<file path="src/rtl/ivt_cfg.svh">
// Purpose: Offsets, field positions, reset values and vector numbers of the vector and trap unit.
// Assumes: Byte addresses on a 12-bit register port with 32-bit data.
// Notes: Definitions only.
`ifndef IVT_CFG_SVH
`define IVT_CFG_SVH

// ----------------------------------------
// Register offsets
// ----------------------------------------
`define VEC_SEG_OFS 12'h000
`define CORE_CFG_OFS 12'h004
`define TRAP_FLAG_OFS 12'h008
`define IRQ_STAT_OFS 12'h00c
`define IRQ_MASK_OFS 12'h010
`define LEVEL_OFS 12'h014
`define NODE_BASE_OFS 12'h100
`define ADDR_W 12

// ----------------------------------------
// Fields and reset values
// ----------------------------------------
`define VEC_SEG_W 8
`define VEC_SEG_RST 8'h00
`define SPACING_LSB 0
`define SPACING_W 2
`define SPACING_RST 2'b00
`define VEC_STEP_SHIFT 3'd2
`define PRIO_W 4
`define NUM_EVENTS 2
`define EV_TRAP 0
`define EV_ACCEPT 1

// ----------------------------------------
// Traps and nodes
// ----------------------------------------
`define NUM_TRAPS 8
`define TRAP_A_MASK 8'h0f
`define TRAP_B_MASK 8'hf0
`define TRAP_A_FIRST 7'h02
`define TRAP_A_STEP 2
`define TRAP_B_NUM 7'h0a
`define NUM_NODES 51
`define NUM_HW_NODES 28
`define NODE_EOP_IDX 15
`define NODE_RTC_IDX 27
`define NODE_TRAP_TABLE { \
	7'h27, 7'h2a, 7'h47, 7'h2b, 7'h2c, 7'h5f, 7'h2d, 7'h2e, 7'h2f, 7'h43, \
	7'h48, 7'h5e, 7'h49, 7'h4a, 7'h42, 7'h4c, 7'h51, 7'h52, 7'h53, 7'h54, \
	7'h55, 7'h56, 7'h57, 7'h59, 7'h5a, 7'h5b, 7'h5c, 7'h5d, \
	7'h10, 7'h11, 7'h12, 7'h13, 7'h14, 7'h15, 7'h16, 7'h17, 7'h1e, 7'h1f, \
	7'h20, 7'h21, 7'h28, 7'h29, 7'h3f, 7'h40, 7'h41, 7'h4b, 7'h4d, 7'h4e, \
	7'h4f, 7'h50, 7'h58}

`endif

</file>
<file path="src/rtl/ivt_pkg.sv">
// Purpose: Types shared by the vector and trap unit.
// Assumes: Nothing.
// Notes: Node control layout is req, enable, two spare bits, priority.
package ivt_pkg;

	typedef struct packed {
		logic req;
		logic en;
		logic [1:0] spare;
		logic [3:0] prio;
	} node_ctrl_t;

	typedef struct packed {
		logic [23:0] vec;
		logic [6:0] trap;
		logic is_trap;
		logic [3:0] level;
		logic [5:0] src;
	} svc_req_t;

endpackage

</file>
<file path="src/rtl/interrupt_vector_and_trap_unit.sv">
// Purpose: Node control, arbitration, vector generation and hardware trap entry.
// Assumes: Requests, trap events and core handshakes come from logic on sys_clk.
// Notes: The service offer is registered; after each accept one idle cycle follows.
//
// The placing of the registers and the strobed register port are this design's own decisions.
`timescale 1ns/100ps
`include "ivt_cfg.svh"
module interrupt_vector_and_trap_unit #(
	parameter int NUM_NODES = `NUM_NODES,
	parameter int NUM_HW = `NUM_HW_NODES
)(
	input wire logic sys_clk,
	input wire logic sys_rst,
	input wire logic [`ADDR_W-1:0] reg_addr,
	input wire logic [31:0] reg_wdata,
	input wire logic reg_wr,
	input wire logic reg_rd,
	output logic [31:0] reg_rdata,
	input wire logic [NUM_NODES-1:0] periph_req,
	input wire logic [`NUM_TRAPS-1:0] trap_evt,
	output ivt_pkg::svc_req_t svc_out,
	output logic svc_valid,
	input wire logic svc_ack,
	input wire logic int_ret,
	input wire logic trap_ret,
	output logic [`PRIO_W-1:0] cpu_level,
	output logic trap_busy,
	output logic irq
);
	import ivt_pkg::*;

	generate
		if (NUM_NODES > `NUM_NODES || NUM_NODES < 1 || NUM_HW > NUM_NODES)
		begin : g_chk
			$error("interrupt_vector_and_trap_unit: node counts out of range");
		end
	endgenerate

	localparam logic [`NUM_NODES*7-1:0] TRAP_TABLE = `NODE_TRAP_TABLE;

	function automatic logic [6:0] node_trap(input logic [5:0] idx);
		node_trap = TRAP_TABLE[(`NUM_NODES - 1 - int'(idx)) * 7 +: 7];
	endfunction

	function automatic logic [`PRIO_W-1:0] top_level(input logic [15:0] v);
		top_level = '0;
		for (int i = 1; i < 16; i++)
		begin
			if (v[i])
				top_level = `PRIO_W'(i);
		end
	endfunction

	// ----------------------------------------
	// Registers
	// ----------------------------------------
	node_ctrl_t node_r [NUM_NODES];
	logic [`VEC_SEG_W-1:0] vec_seg_r;
	logic [`SPACING_W-1:0] spacing_r;
	logic [`NUM_TRAPS-1:0] trap_flag_r;
	logic [`NUM_TRAPS-1:0] trap_pend_r;
	logic [`NUM_EVENTS-1:0] irq_stat_r;
	logic [`NUM_EVENTS-1:0] irq_mask_r;
	logic [15:0] in_svc_r;
	logic active_a_r;
	logic active_b_r;
	svc_req_t svc_r;
	logic svc_valid_r;
	logic [31:0] rdata_r;
	logic [31:0] rd_word;

	// ----------------------------------------
	// Register decode
	// ----------------------------------------
	wire wr_seg = reg_wr && reg_addr == `VEC_SEG_OFS;
	wire wr_cfg = reg_wr && reg_addr == `CORE_CFG_OFS;
	wire wr_tfr = reg_wr && reg_addr == `TRAP_FLAG_OFS;
	wire wr_ist = reg_wr && reg_addr == `IRQ_STAT_OFS;
	wire wr_msk = reg_wr && reg_addr == `IRQ_MASK_OFS;
	wire [`ADDR_W-1:0] node_rel = reg_addr - `NODE_BASE_OFS;
	wire [5:0] node_sel = node_rel[7:2];
	wire node_hit = reg_addr >= `NODE_BASE_OFS && node_rel[1:0] == 2'b00 &&
		int'(node_rel[`ADDR_W-1:2]) < NUM_NODES;

	// ----------------------------------------
	// Node control registers
	// ----------------------------------------
	logic [NUM_NODES-1:0] pend;
	logic [NUM_NODES*`PRIO_W-1:0] prio_flat;
	wire ack_node = svc_ack && svc_valid_r && !svc_r.is_trap;
	wire ack_trap = svc_ack && svc_valid_r && svc_r.is_trap;

	genvar g;
	generate
		for (g = 0; g < NUM_NODES; g++)
		begin : g_node
			wire hw_set = (g < NUM_HW) && periph_req[g];
			wire wr_hit = reg_wr && node_hit && int'(node_sel) == g;
			wire clr = ack_node && int'(svc_r.src) == g;
			node_ctrl_t base;
			node_ctrl_t node_nxt;
			assign base = wr_hit ? node_ctrl_t'(reg_wdata[7:0]) : node_r[g];
			assign node_nxt = '{req: hw_set | (base.req & ~clr), en: base.en,
				spare: 2'b00, prio: base.prio};
			assign pend[g] = node_r[g].req && node_r[g].en;
			assign prio_flat[g*`PRIO_W +: `PRIO_W] = node_r[g].prio;
			always_ff @(posedge sys_clk)
			begin
				if (sys_rst)
					node_r[g] <= '0;
				else
					node_r[g] <= node_nxt;
			end
		end
	endgenerate

	logic win_valid;
	logic [5:0] win_idx;
	logic [`PRIO_W-1:0] win_prio;

	prio_arbiter #(
		.N(NUM_NODES),
		.LW(`PRIO_W)
	) u_arb (
		.pend(pend),
		.prio(prio_flat),
		.win_valid(win_valid),
		.win_idx(win_idx),
		.win_prio(win_prio)
	);

	// ----------------------------------------
	// Trap selection
	// ----------------------------------------
	wire [3:0] a_pend = 4'(trap_pend_r & `TRAP_A_MASK);
	wire [`NUM_TRAPS-1:0] b_pend = trap_pend_r & `TRAP_B_MASK;
	wire [1:0] a_idx = a_pend[0] ? 2'd0 : a_pend[1] ? 2'd1 : a_pend[2] ? 2'd2 : 2'd3;
	// class A preempts B; waits only for class A
	wire a_hit = |a_pend && !active_a_r;
	wire b_hit = |b_pend && !active_a_r && !active_b_r;
	assign trap_busy = active_a_r || active_b_r;
	assign cpu_level = top_level(in_svc_r);
	// node only above level, never under a trap
	wire int_ok = win_valid && win_prio > cpu_level && !trap_busy;

	// ----------------------------------------
	// Vector formation
	// ----------------------------------------
	// traps win over every node request
	wire cand_trap_sel = a_hit || b_hit;
	wire [6:0] a_trap = `TRAP_A_FIRST + 7'(`TRAP_A_STEP * int'(a_idx));
	wire [6:0] cand_num = a_hit ? a_trap : b_hit ? `TRAP_B_NUM : node_trap(win_idx);
	// step is four bytes shifted by the spacing field
	wire [2:0] vec_shift = `VEC_STEP_SHIFT + 3'(spacing_r);
	wire [15:0] cand_ofs = 16'({9'h000, cand_num}) << vec_shift;
	svc_req_t cand;
	assign cand = '{vec: {vec_seg_r, cand_ofs}, trap: cand_num, is_trap: cand_trap_sel,
		level: cand_trap_sel ? 4'hf : win_prio,
		src: a_hit ? {4'h0, a_idx} : b_hit ? 6'h04 : win_idx};
	wire cand_valid = cand_trap_sel || int_ok;

	// ----------------------------------------
	// Service offer and nesting state
	// ----------------------------------------
	wire [15:0] lvl_bit = 16'h0001 << svc_r.level;
	wire [15:0] top_bit = 16'h0001 << cpu_level;
	wire [15:0] in_svc_nxt = (in_svc_r & ~(int_ret ? top_bit : 16'h0000)) |
		(ack_node ? lvl_bit : 16'h0000);
	wire a_ack = ack_trap && svc_r.trap != `TRAP_B_NUM;
	wire b_ack = ack_trap && svc_r.trap == `TRAP_B_NUM;
	wire [`NUM_TRAPS-1:0] a_clr = a_ack ? `NUM_TRAPS'(8'h01 << svc_r.src[1:0]) : 8'h00;
	wire [`NUM_TRAPS-1:0] trap_clr = a_clr | (b_ack ? `TRAP_B_MASK : 8'h00);
	// per-trap flag, set wins over clear
	wire [`NUM_TRAPS-1:0] flag_clr = wr_tfr ? reg_wdata[`NUM_TRAPS-1:0] : 8'h00;
	wire [`NUM_EVENTS-1:0] ev = {ack_node, |trap_evt};
	wire [`NUM_EVENTS-1:0] ist_clr = wr_ist ? reg_wdata[`NUM_EVENTS-1:0] : 2'b00;

	always_ff @(posedge sys_clk)
	begin
		if (sys_rst)
		begin
			vec_seg_r <= `VEC_SEG_RST;
			spacing_r <= `SPACING_RST;
			trap_flag_r <= '0;
			trap_pend_r <= '0;
			irq_stat_r <= '0;
			irq_mask_r <= '0;
			in_svc_r <= '0;
			active_a_r <= 1'b0;
			active_b_r <= 1'b0;
			svc_r <= '0;
			svc_valid_r <= 1'b0;
			rdata_r <= '0;
		end
		else
		begin
			if (wr_seg)
				vec_seg_r <= reg_wdata[`VEC_SEG_W-1:0];
			if (wr_cfg)
				spacing_r <= reg_wdata[`SPACING_LSB +: `SPACING_W];
			if (wr_msk)
				irq_mask_r <= reg_wdata[`NUM_EVENTS-1:0];
			trap_flag_r <= trap_evt | (trap_flag_r & ~flag_clr);
			trap_pend_r <= trap_evt | (trap_pend_r & ~trap_clr);
			irq_stat_r <= ev | (irq_stat_r & ~ist_clr);
			in_svc_r <= in_svc_nxt;
			active_a_r <= a_ack || (active_a_r && !trap_ret);
			active_b_r <= b_ack || (active_b_r && !(trap_ret && !active_a_r));
			svc_r <= cand;
			svc_valid_r <= cand_valid && !svc_ack;
			rdata_r <= reg_rd ? rd_word : 32'h0000_0000;
		end
	end

	// ----------------------------------------
	// Read data and outputs
	// ----------------------------------------
	assign rd_word =
		reg_addr == `VEC_SEG_OFS ? 32'(vec_seg_r) :
		reg_addr == `CORE_CFG_OFS ? 32'(spacing_r) << `SPACING_LSB :
		reg_addr == `TRAP_FLAG_OFS ? 32'(trap_flag_r) :
		reg_addr == `IRQ_STAT_OFS ? 32'(irq_stat_r) :
		reg_addr == `IRQ_MASK_OFS ? 32'(irq_mask_r) :
		reg_addr == `LEVEL_OFS ? {23'h000000, active_b_r, active_a_r, 3'h0, cpu_level} :
		node_hit ? 32'(node_r[node_sel]) : 32'h0000_0000;

	assign reg_rdata = rdata_r;
	assign svc_out = svc_r;
	assign svc_valid = svc_valid_r;
	assign irq = |(irq_stat_r & irq_mask_r);
endmodule

</file>
<file path="src/rtl/prio_arbiter.sv">
// Purpose: Picks the pending node with the highest priority level.
// Assumes: Levels are unsigned; ties go to the lowest index.
// Notes: Purely combinational.
`timescale 1ns/100ps
module prio_arbiter #(
	parameter int N = 51,
	parameter int LW = 4
)(
	input wire logic [N-1:0] pend,
	input wire logic [N*LW-1:0] prio,
	output logic win_valid,
	output logic [5:0] win_idx,
	output logic [LW-1:0] win_prio
);

	generate
		if (N > 64 || N < 1)
		begin : g_chk
			$error("prio_arbiter: N must lie in 1..64");
		end
	endgenerate

	always_comb
	begin
		win_valid = 1'b0;
		win_idx = 6'h00;
		win_prio = '0;
		for (int i = 0; i < N; i++)
		begin
			if (pend[i] && (!win_valid || prio[i*LW +: LW] > win_prio))
			begin
				win_valid = 1'b1;
				win_idx = 6'(i);
				win_prio = prio[i*LW +: LW];
			end
		end
	end

endmodule

</file>
<file path="config.mk">
export PLATFORM = sky130hd
export DESIGN_NAME = interrupt_vector_and_trap_unit
export DESIGN_NICKNAME = d
export VERILOG_FILES = /design/src/rtl/ivt_pkg.sv /design/src/rtl/interrupt_vector_and_trap_unit.sv /design/src/rtl/prio_arbiter.sv
export VERILOG_INCLUDE_DIRS = /design/src /design/src/rtl
export SDC_FILE = /design/constraint.sdc
export NUM_CORES = 2
export LEC_CHECK = 0
export CAP_MARGIN = 20
export CORE_AREA = 2 2 295 297
export CTS_BUF_LIST = sky130_fd_sc_hd__clkbuf_16
export CTS_CLUSTER_SIZE = 28
export DETAILED_ROUTE_END_ITERATION = 8
export DIE_AREA = 0 0 297 299
export DONT_BUFFER_PORTS = 1
export MAX_ROUTING_LAYER = met4
export PLACE_DENSITY = 0.56
export SLEW_MARGIN = 20
export SYNTH_ARGS = -nofsm -noshare
export SYNTH_HDL_FRONTEND = slang
export SYNTH_SLANG_ARGS = --single-unit
</file>
<file path="constraint.sdc">
create_clock -name sys_clk -period 203.3 [get_ports sys_clk]
set_input_delay 0 -clock sys_clk [delete_from_list [all_inputs] [get_ports sys_clk]]
set_output_delay 0 -clock sys_clk [all_outputs]
set_load 0.05 [all_outputs]
</file>
==> reports/qor.csv <==
stage;metric;value;unit
logic_synthesis;Synth Flop Type;dfxtp_1;
logic_synthesis;Post-Synthesis Cells;4533;
layout;fill cell total of the finished layout;8773;
placement;detailed-placement wirelength estimate;93.0;mm
critical_path;r2r endpoint;svc_out[26];
min_path;min-delay src;sys_rst;
critical_path;startpoint class of the critical path;flip-flop;
logic_synthesis;number of flops mapped to enable cells by yosys;0;
clocking;maximum buffer depth of the clock tree;3;
logic_synthesis;Synth Area in Compound Gates;25.9;%
critical_path;origin of the critical flop-to-flop path;node_r[0][5];
route;total detailed-routing wirelength;138;mm
logic_synthesis;FF+latch count, synth;403;
route;uppermost signal routing layer after detailed routing;met4;
layout;fraction of layout instances using a drive strength above 1;9.58;%
critical_path;data required time at the worst endpoint;203800;ps
global_route;pin count of the biggest net entering global routing;375;
route;routed length on met2;63.1;mm
min_path;hold-critical path endpoint;svc_valid;
critical_path;Critical Path Slowest Stage Cell;o31ai_2;
timing;Clock Skews;28.2;ps
clocking;clock transition at the register clock pins on the worst setup and hold paths after CTS;60;ps
status;status;completed;
flow_run;Max Cap Violations;0;
timing;Fin Setup TNS;0;ps
global_route;total grt overflow;0;
logic_synthesis;post-synthesis simple-gate area fraction;23.0;%
route;drt first pass iters;7;
route;detailed route wirelength on metal3;12.0;mm
min_path;worst min-delay path category;in -> reg;
pwr;total leakage power;13.9;nW
route;detailed-route via count;35800;
route;vias per std cell;6.27;
timing;Final min period;90600;ps
critical_path;worst path bufs/invs;43;
logic_synthesis;share of the yosys chip area belonging to registers;23.7;%
critical_path;stage delay of the slowest cell on the critical path;750;ps
critical_path;cell family with the largest share of critical-path delay;compound AO/OA/AOI/OAI gates;
critical_path;data arrival time of the critical path;91100;ps
layout;synth-to-layout area growth;11.8;%
route;WL per Instance;24.1;um
route;sum of routed wire segments on met1;56.4;mm
timing;smallest setup slack after layout;112700;ps
clocking;clock tree from TritonCTS;yes;
timing;portion of the clock cycle consumed by the worst path in the final layout;44.6;%
global_route;first-pass GRT wire length;208;mm
floorplan;total number of placement rows;108;
logic_synthesis;post-synth cell types;123;
logic_synthesis;summed instance area of the synthesized netlist;34100;um2
min_path;Hold Path Stages;2;
layout;leading cell type in the layout, fill and taps excluded;nand2_1;
clocking;level count of the clock H-tree;2;
clocking;buffer count from post-CTS setup fixing;0;
critical_path;flop2flop setup slack;112700;ps
logic_synthesis;xor/xnor cell area share of the yosys netlist;0.437;%
placement;number of I/O port buffers;0;
timing;Tightest Pin Transition;1240;ps
logic_synthesis;mux cell area share after synthesis;13.4;%
critical_path;sort of element at the end of the critical path;flip-flop;
route;DRC errors left;0;
global_route;vias in the first global route;33600;
timing;unrepaired setup endpoints after global routing;no;
floorplan;DIE AREA;88800;um2
critical_path;Worst R2R Path Depth;427;
layout;most used cells in the layout excluding fill and tap cells;nand2_1 (566), a21oi_1 (483), nor2_1 (459);
placement;final weighted congestion in routability-driven placement;1.04;
layout;number of nets in the layout;4797;
clocking;number of gates resized after CTS;0;
critical_path;largest fanout on the critical path;50;
floorplan;width of the die;297;um
logic_synthesis;main combinational cell family by area after synthesis;compound AO/OA/AOI/OAI gates;
clocking;number of buffers added to fix hold violations after cts;124;
global_route;number of antenna violations at the first check in global routing;8;
clocking;number of buffers inserted during clock tree synthesis;48;
route;initial drt markers;3899;
timing;number of setup violations in the final report;0;
route;DRT antenna net count;0;
logic_synthesis;Avg Synthesized Cell Area;7.51;um2
timing;Max-Slew Margin vs Limit;17.3;%
placement;pre-CTS setup slack;114060;ps
logic_synthesis;Warnings, synthesis;0;
logic_synthesis;async set-or-reset flop fraction in the synthesized netlist;0;%
global_route;overall routing resource usage;30.6;%
floorplan;effective utilization at floorplan;39.6;%
logic_synthesis;share of synthesized cell area in full adder, half adder and majority cells;7.15;%
floorplan;Core Footprint;85900;um2
pwr;power density over cell area;4.86;nW/um2
floorplan;y dimension of the die;299;um
timing;pins over their slew limit;0;
clocking;clock tree sinks;403;
clocking;library cell used as clock root buffer;clkbuf_16;
timing;Max Clk Rate;11.0;MHz
critical_path;class of the most critical setup path;reg -> reg;
critical_path;most repeated library cell on the critical path;a21oi_1;
timing;worst hold slack after final layout;34.6;ps
floorplan;number of top-level pins;191;
pwr;worst vdd rail ir drop;6.83;uV
timing;total count of hold-check failures in the final report;0;
clocking;worst skew pair latency;600;ps
where the power goes:
group          internal [mW]  switching (mW)
Sequential            0.0800         0.00233
Clock                 0.0515          0.0378
Combinational        0.00488         0.00868
Total                  0.136          0.0488
stage by stage:
| stage | power, mW | instances | cell area [um2] | util (%) |
|---|---|---|---|---|
| 2_1_floorplan | 0.0923 | 4561 | 34200 | - |
| 5_1_grt | 0.190 | 5706 | 38100 | 44.3 |
| 3_5_place_dp | 0.0913 | 5481 | 35000 | 40.7 |
| 4_1_cts | 0.186 | 5692 | 37900 | 44.1 |
| 6_report | 0.185 | 5712 | 38100 | 44.3 |
| 3_3_place_gp | 0.0913 | 5480 | 35000 | 40.7 |
kinds of logic (layout without fill, tap and decap cells):
group                      count (synthesis)  after routing
and+or+nand+nor                         1722           1722
AOI/OAI and AO/OA                       1329           1329
buffers and inverters                    547            528
DFF                                      403            403
muxes                                    320            320
adders and majority gates                194            194
xor gates and xnor gates                  17             17
other                                      1             44
routing by layer:
metal	up-vias	GRT usage, %
met3	397	5.11
li1	16500	-
met1	17100	38.6
met4	0	12.7
met2	1764	48.6
met5	-	-
registers in the layout, indices dropped and copies added (netlist names), 2 cells and up:
| register | cells |
|---|---|
| node_r | 306 |
| svc_out | 40 |
| in_svc_r | 15 |
| reg_rdata | 9 |
| trap_flag_r | 8 |
| trap_pend_r | 8 |
| vec_seg_r | 8 |
| irq_mask_r | 2 |
| irq_stat_r | 2 |
| spacing_r | 2 |
cell type report:
| cell class | instances | area [um2] | area share (%) |
|---|---|---|---|
| antenna | 15 | 37.5 | 0.0986 |
| clock buffer | 49 | 1230 | 3.22 |
| clock inverter | 38 | 354 | 0.930 |
| inverter | 246 | 923 | 2.43 |
| multi-input combinational | 3611 | 24100 | 63.2 |
| sequential | 403 | 8070 | 21.2 |
| tap | 1155 | 1450 | 3.80 |
| timing repair buffer | 195 | 1940 | 5.10 |
synth_stat cells (33+ instances only):
master | count | area, um2
buf_4 | 33 | 248
o21ai_0 | 198 | 991
nor3_1 | 94 | 470
o22ai_1 | 33 | 206
nor2_1 | 460 | 1730
a31oi_1 | 70 | 438
nand2_1 | 566 | 2120
a21o_1 | 47 | 353
buf_1 | 44 | 165
nand2b_1 | 34 | 213
nand3_1 | 305 | 1530
and2_1 | 55 | 344
a21oi_1 | 483 | 2420
mux2_2 | 41 | 462
dfxtp_1 | 403 | 8070
o211ai_1 | 41 | 308
a211oi_1 | 44 | 330
ha_1 | 177 | 2210
mux2i_1 | 164 | 1640
clkbuf_1 | 211 | 792
inv_1 | 243 | 912
mux4_2 | 98 | 2210
nor2b_1 | 43 | 269
how the worst max path moves through the flow:
stage                            start           to  cells past startpoint
after floorplan           node_r[0][4]  svc_out[23]                    431
after global placement    node_r[0][5]  svc_out[26]                    426
after detailed placement  node_r[0][5]  svc_out[26]                    426
after CTS                 node_r[0][5]  svc_out[26]                    429
after global routing      node_r[0][4]  svc_out[26]                    427
final                     node_r[0][5]  svc_out[26]                    427
No activity file was read; power rests on OpenSTA's default activity.
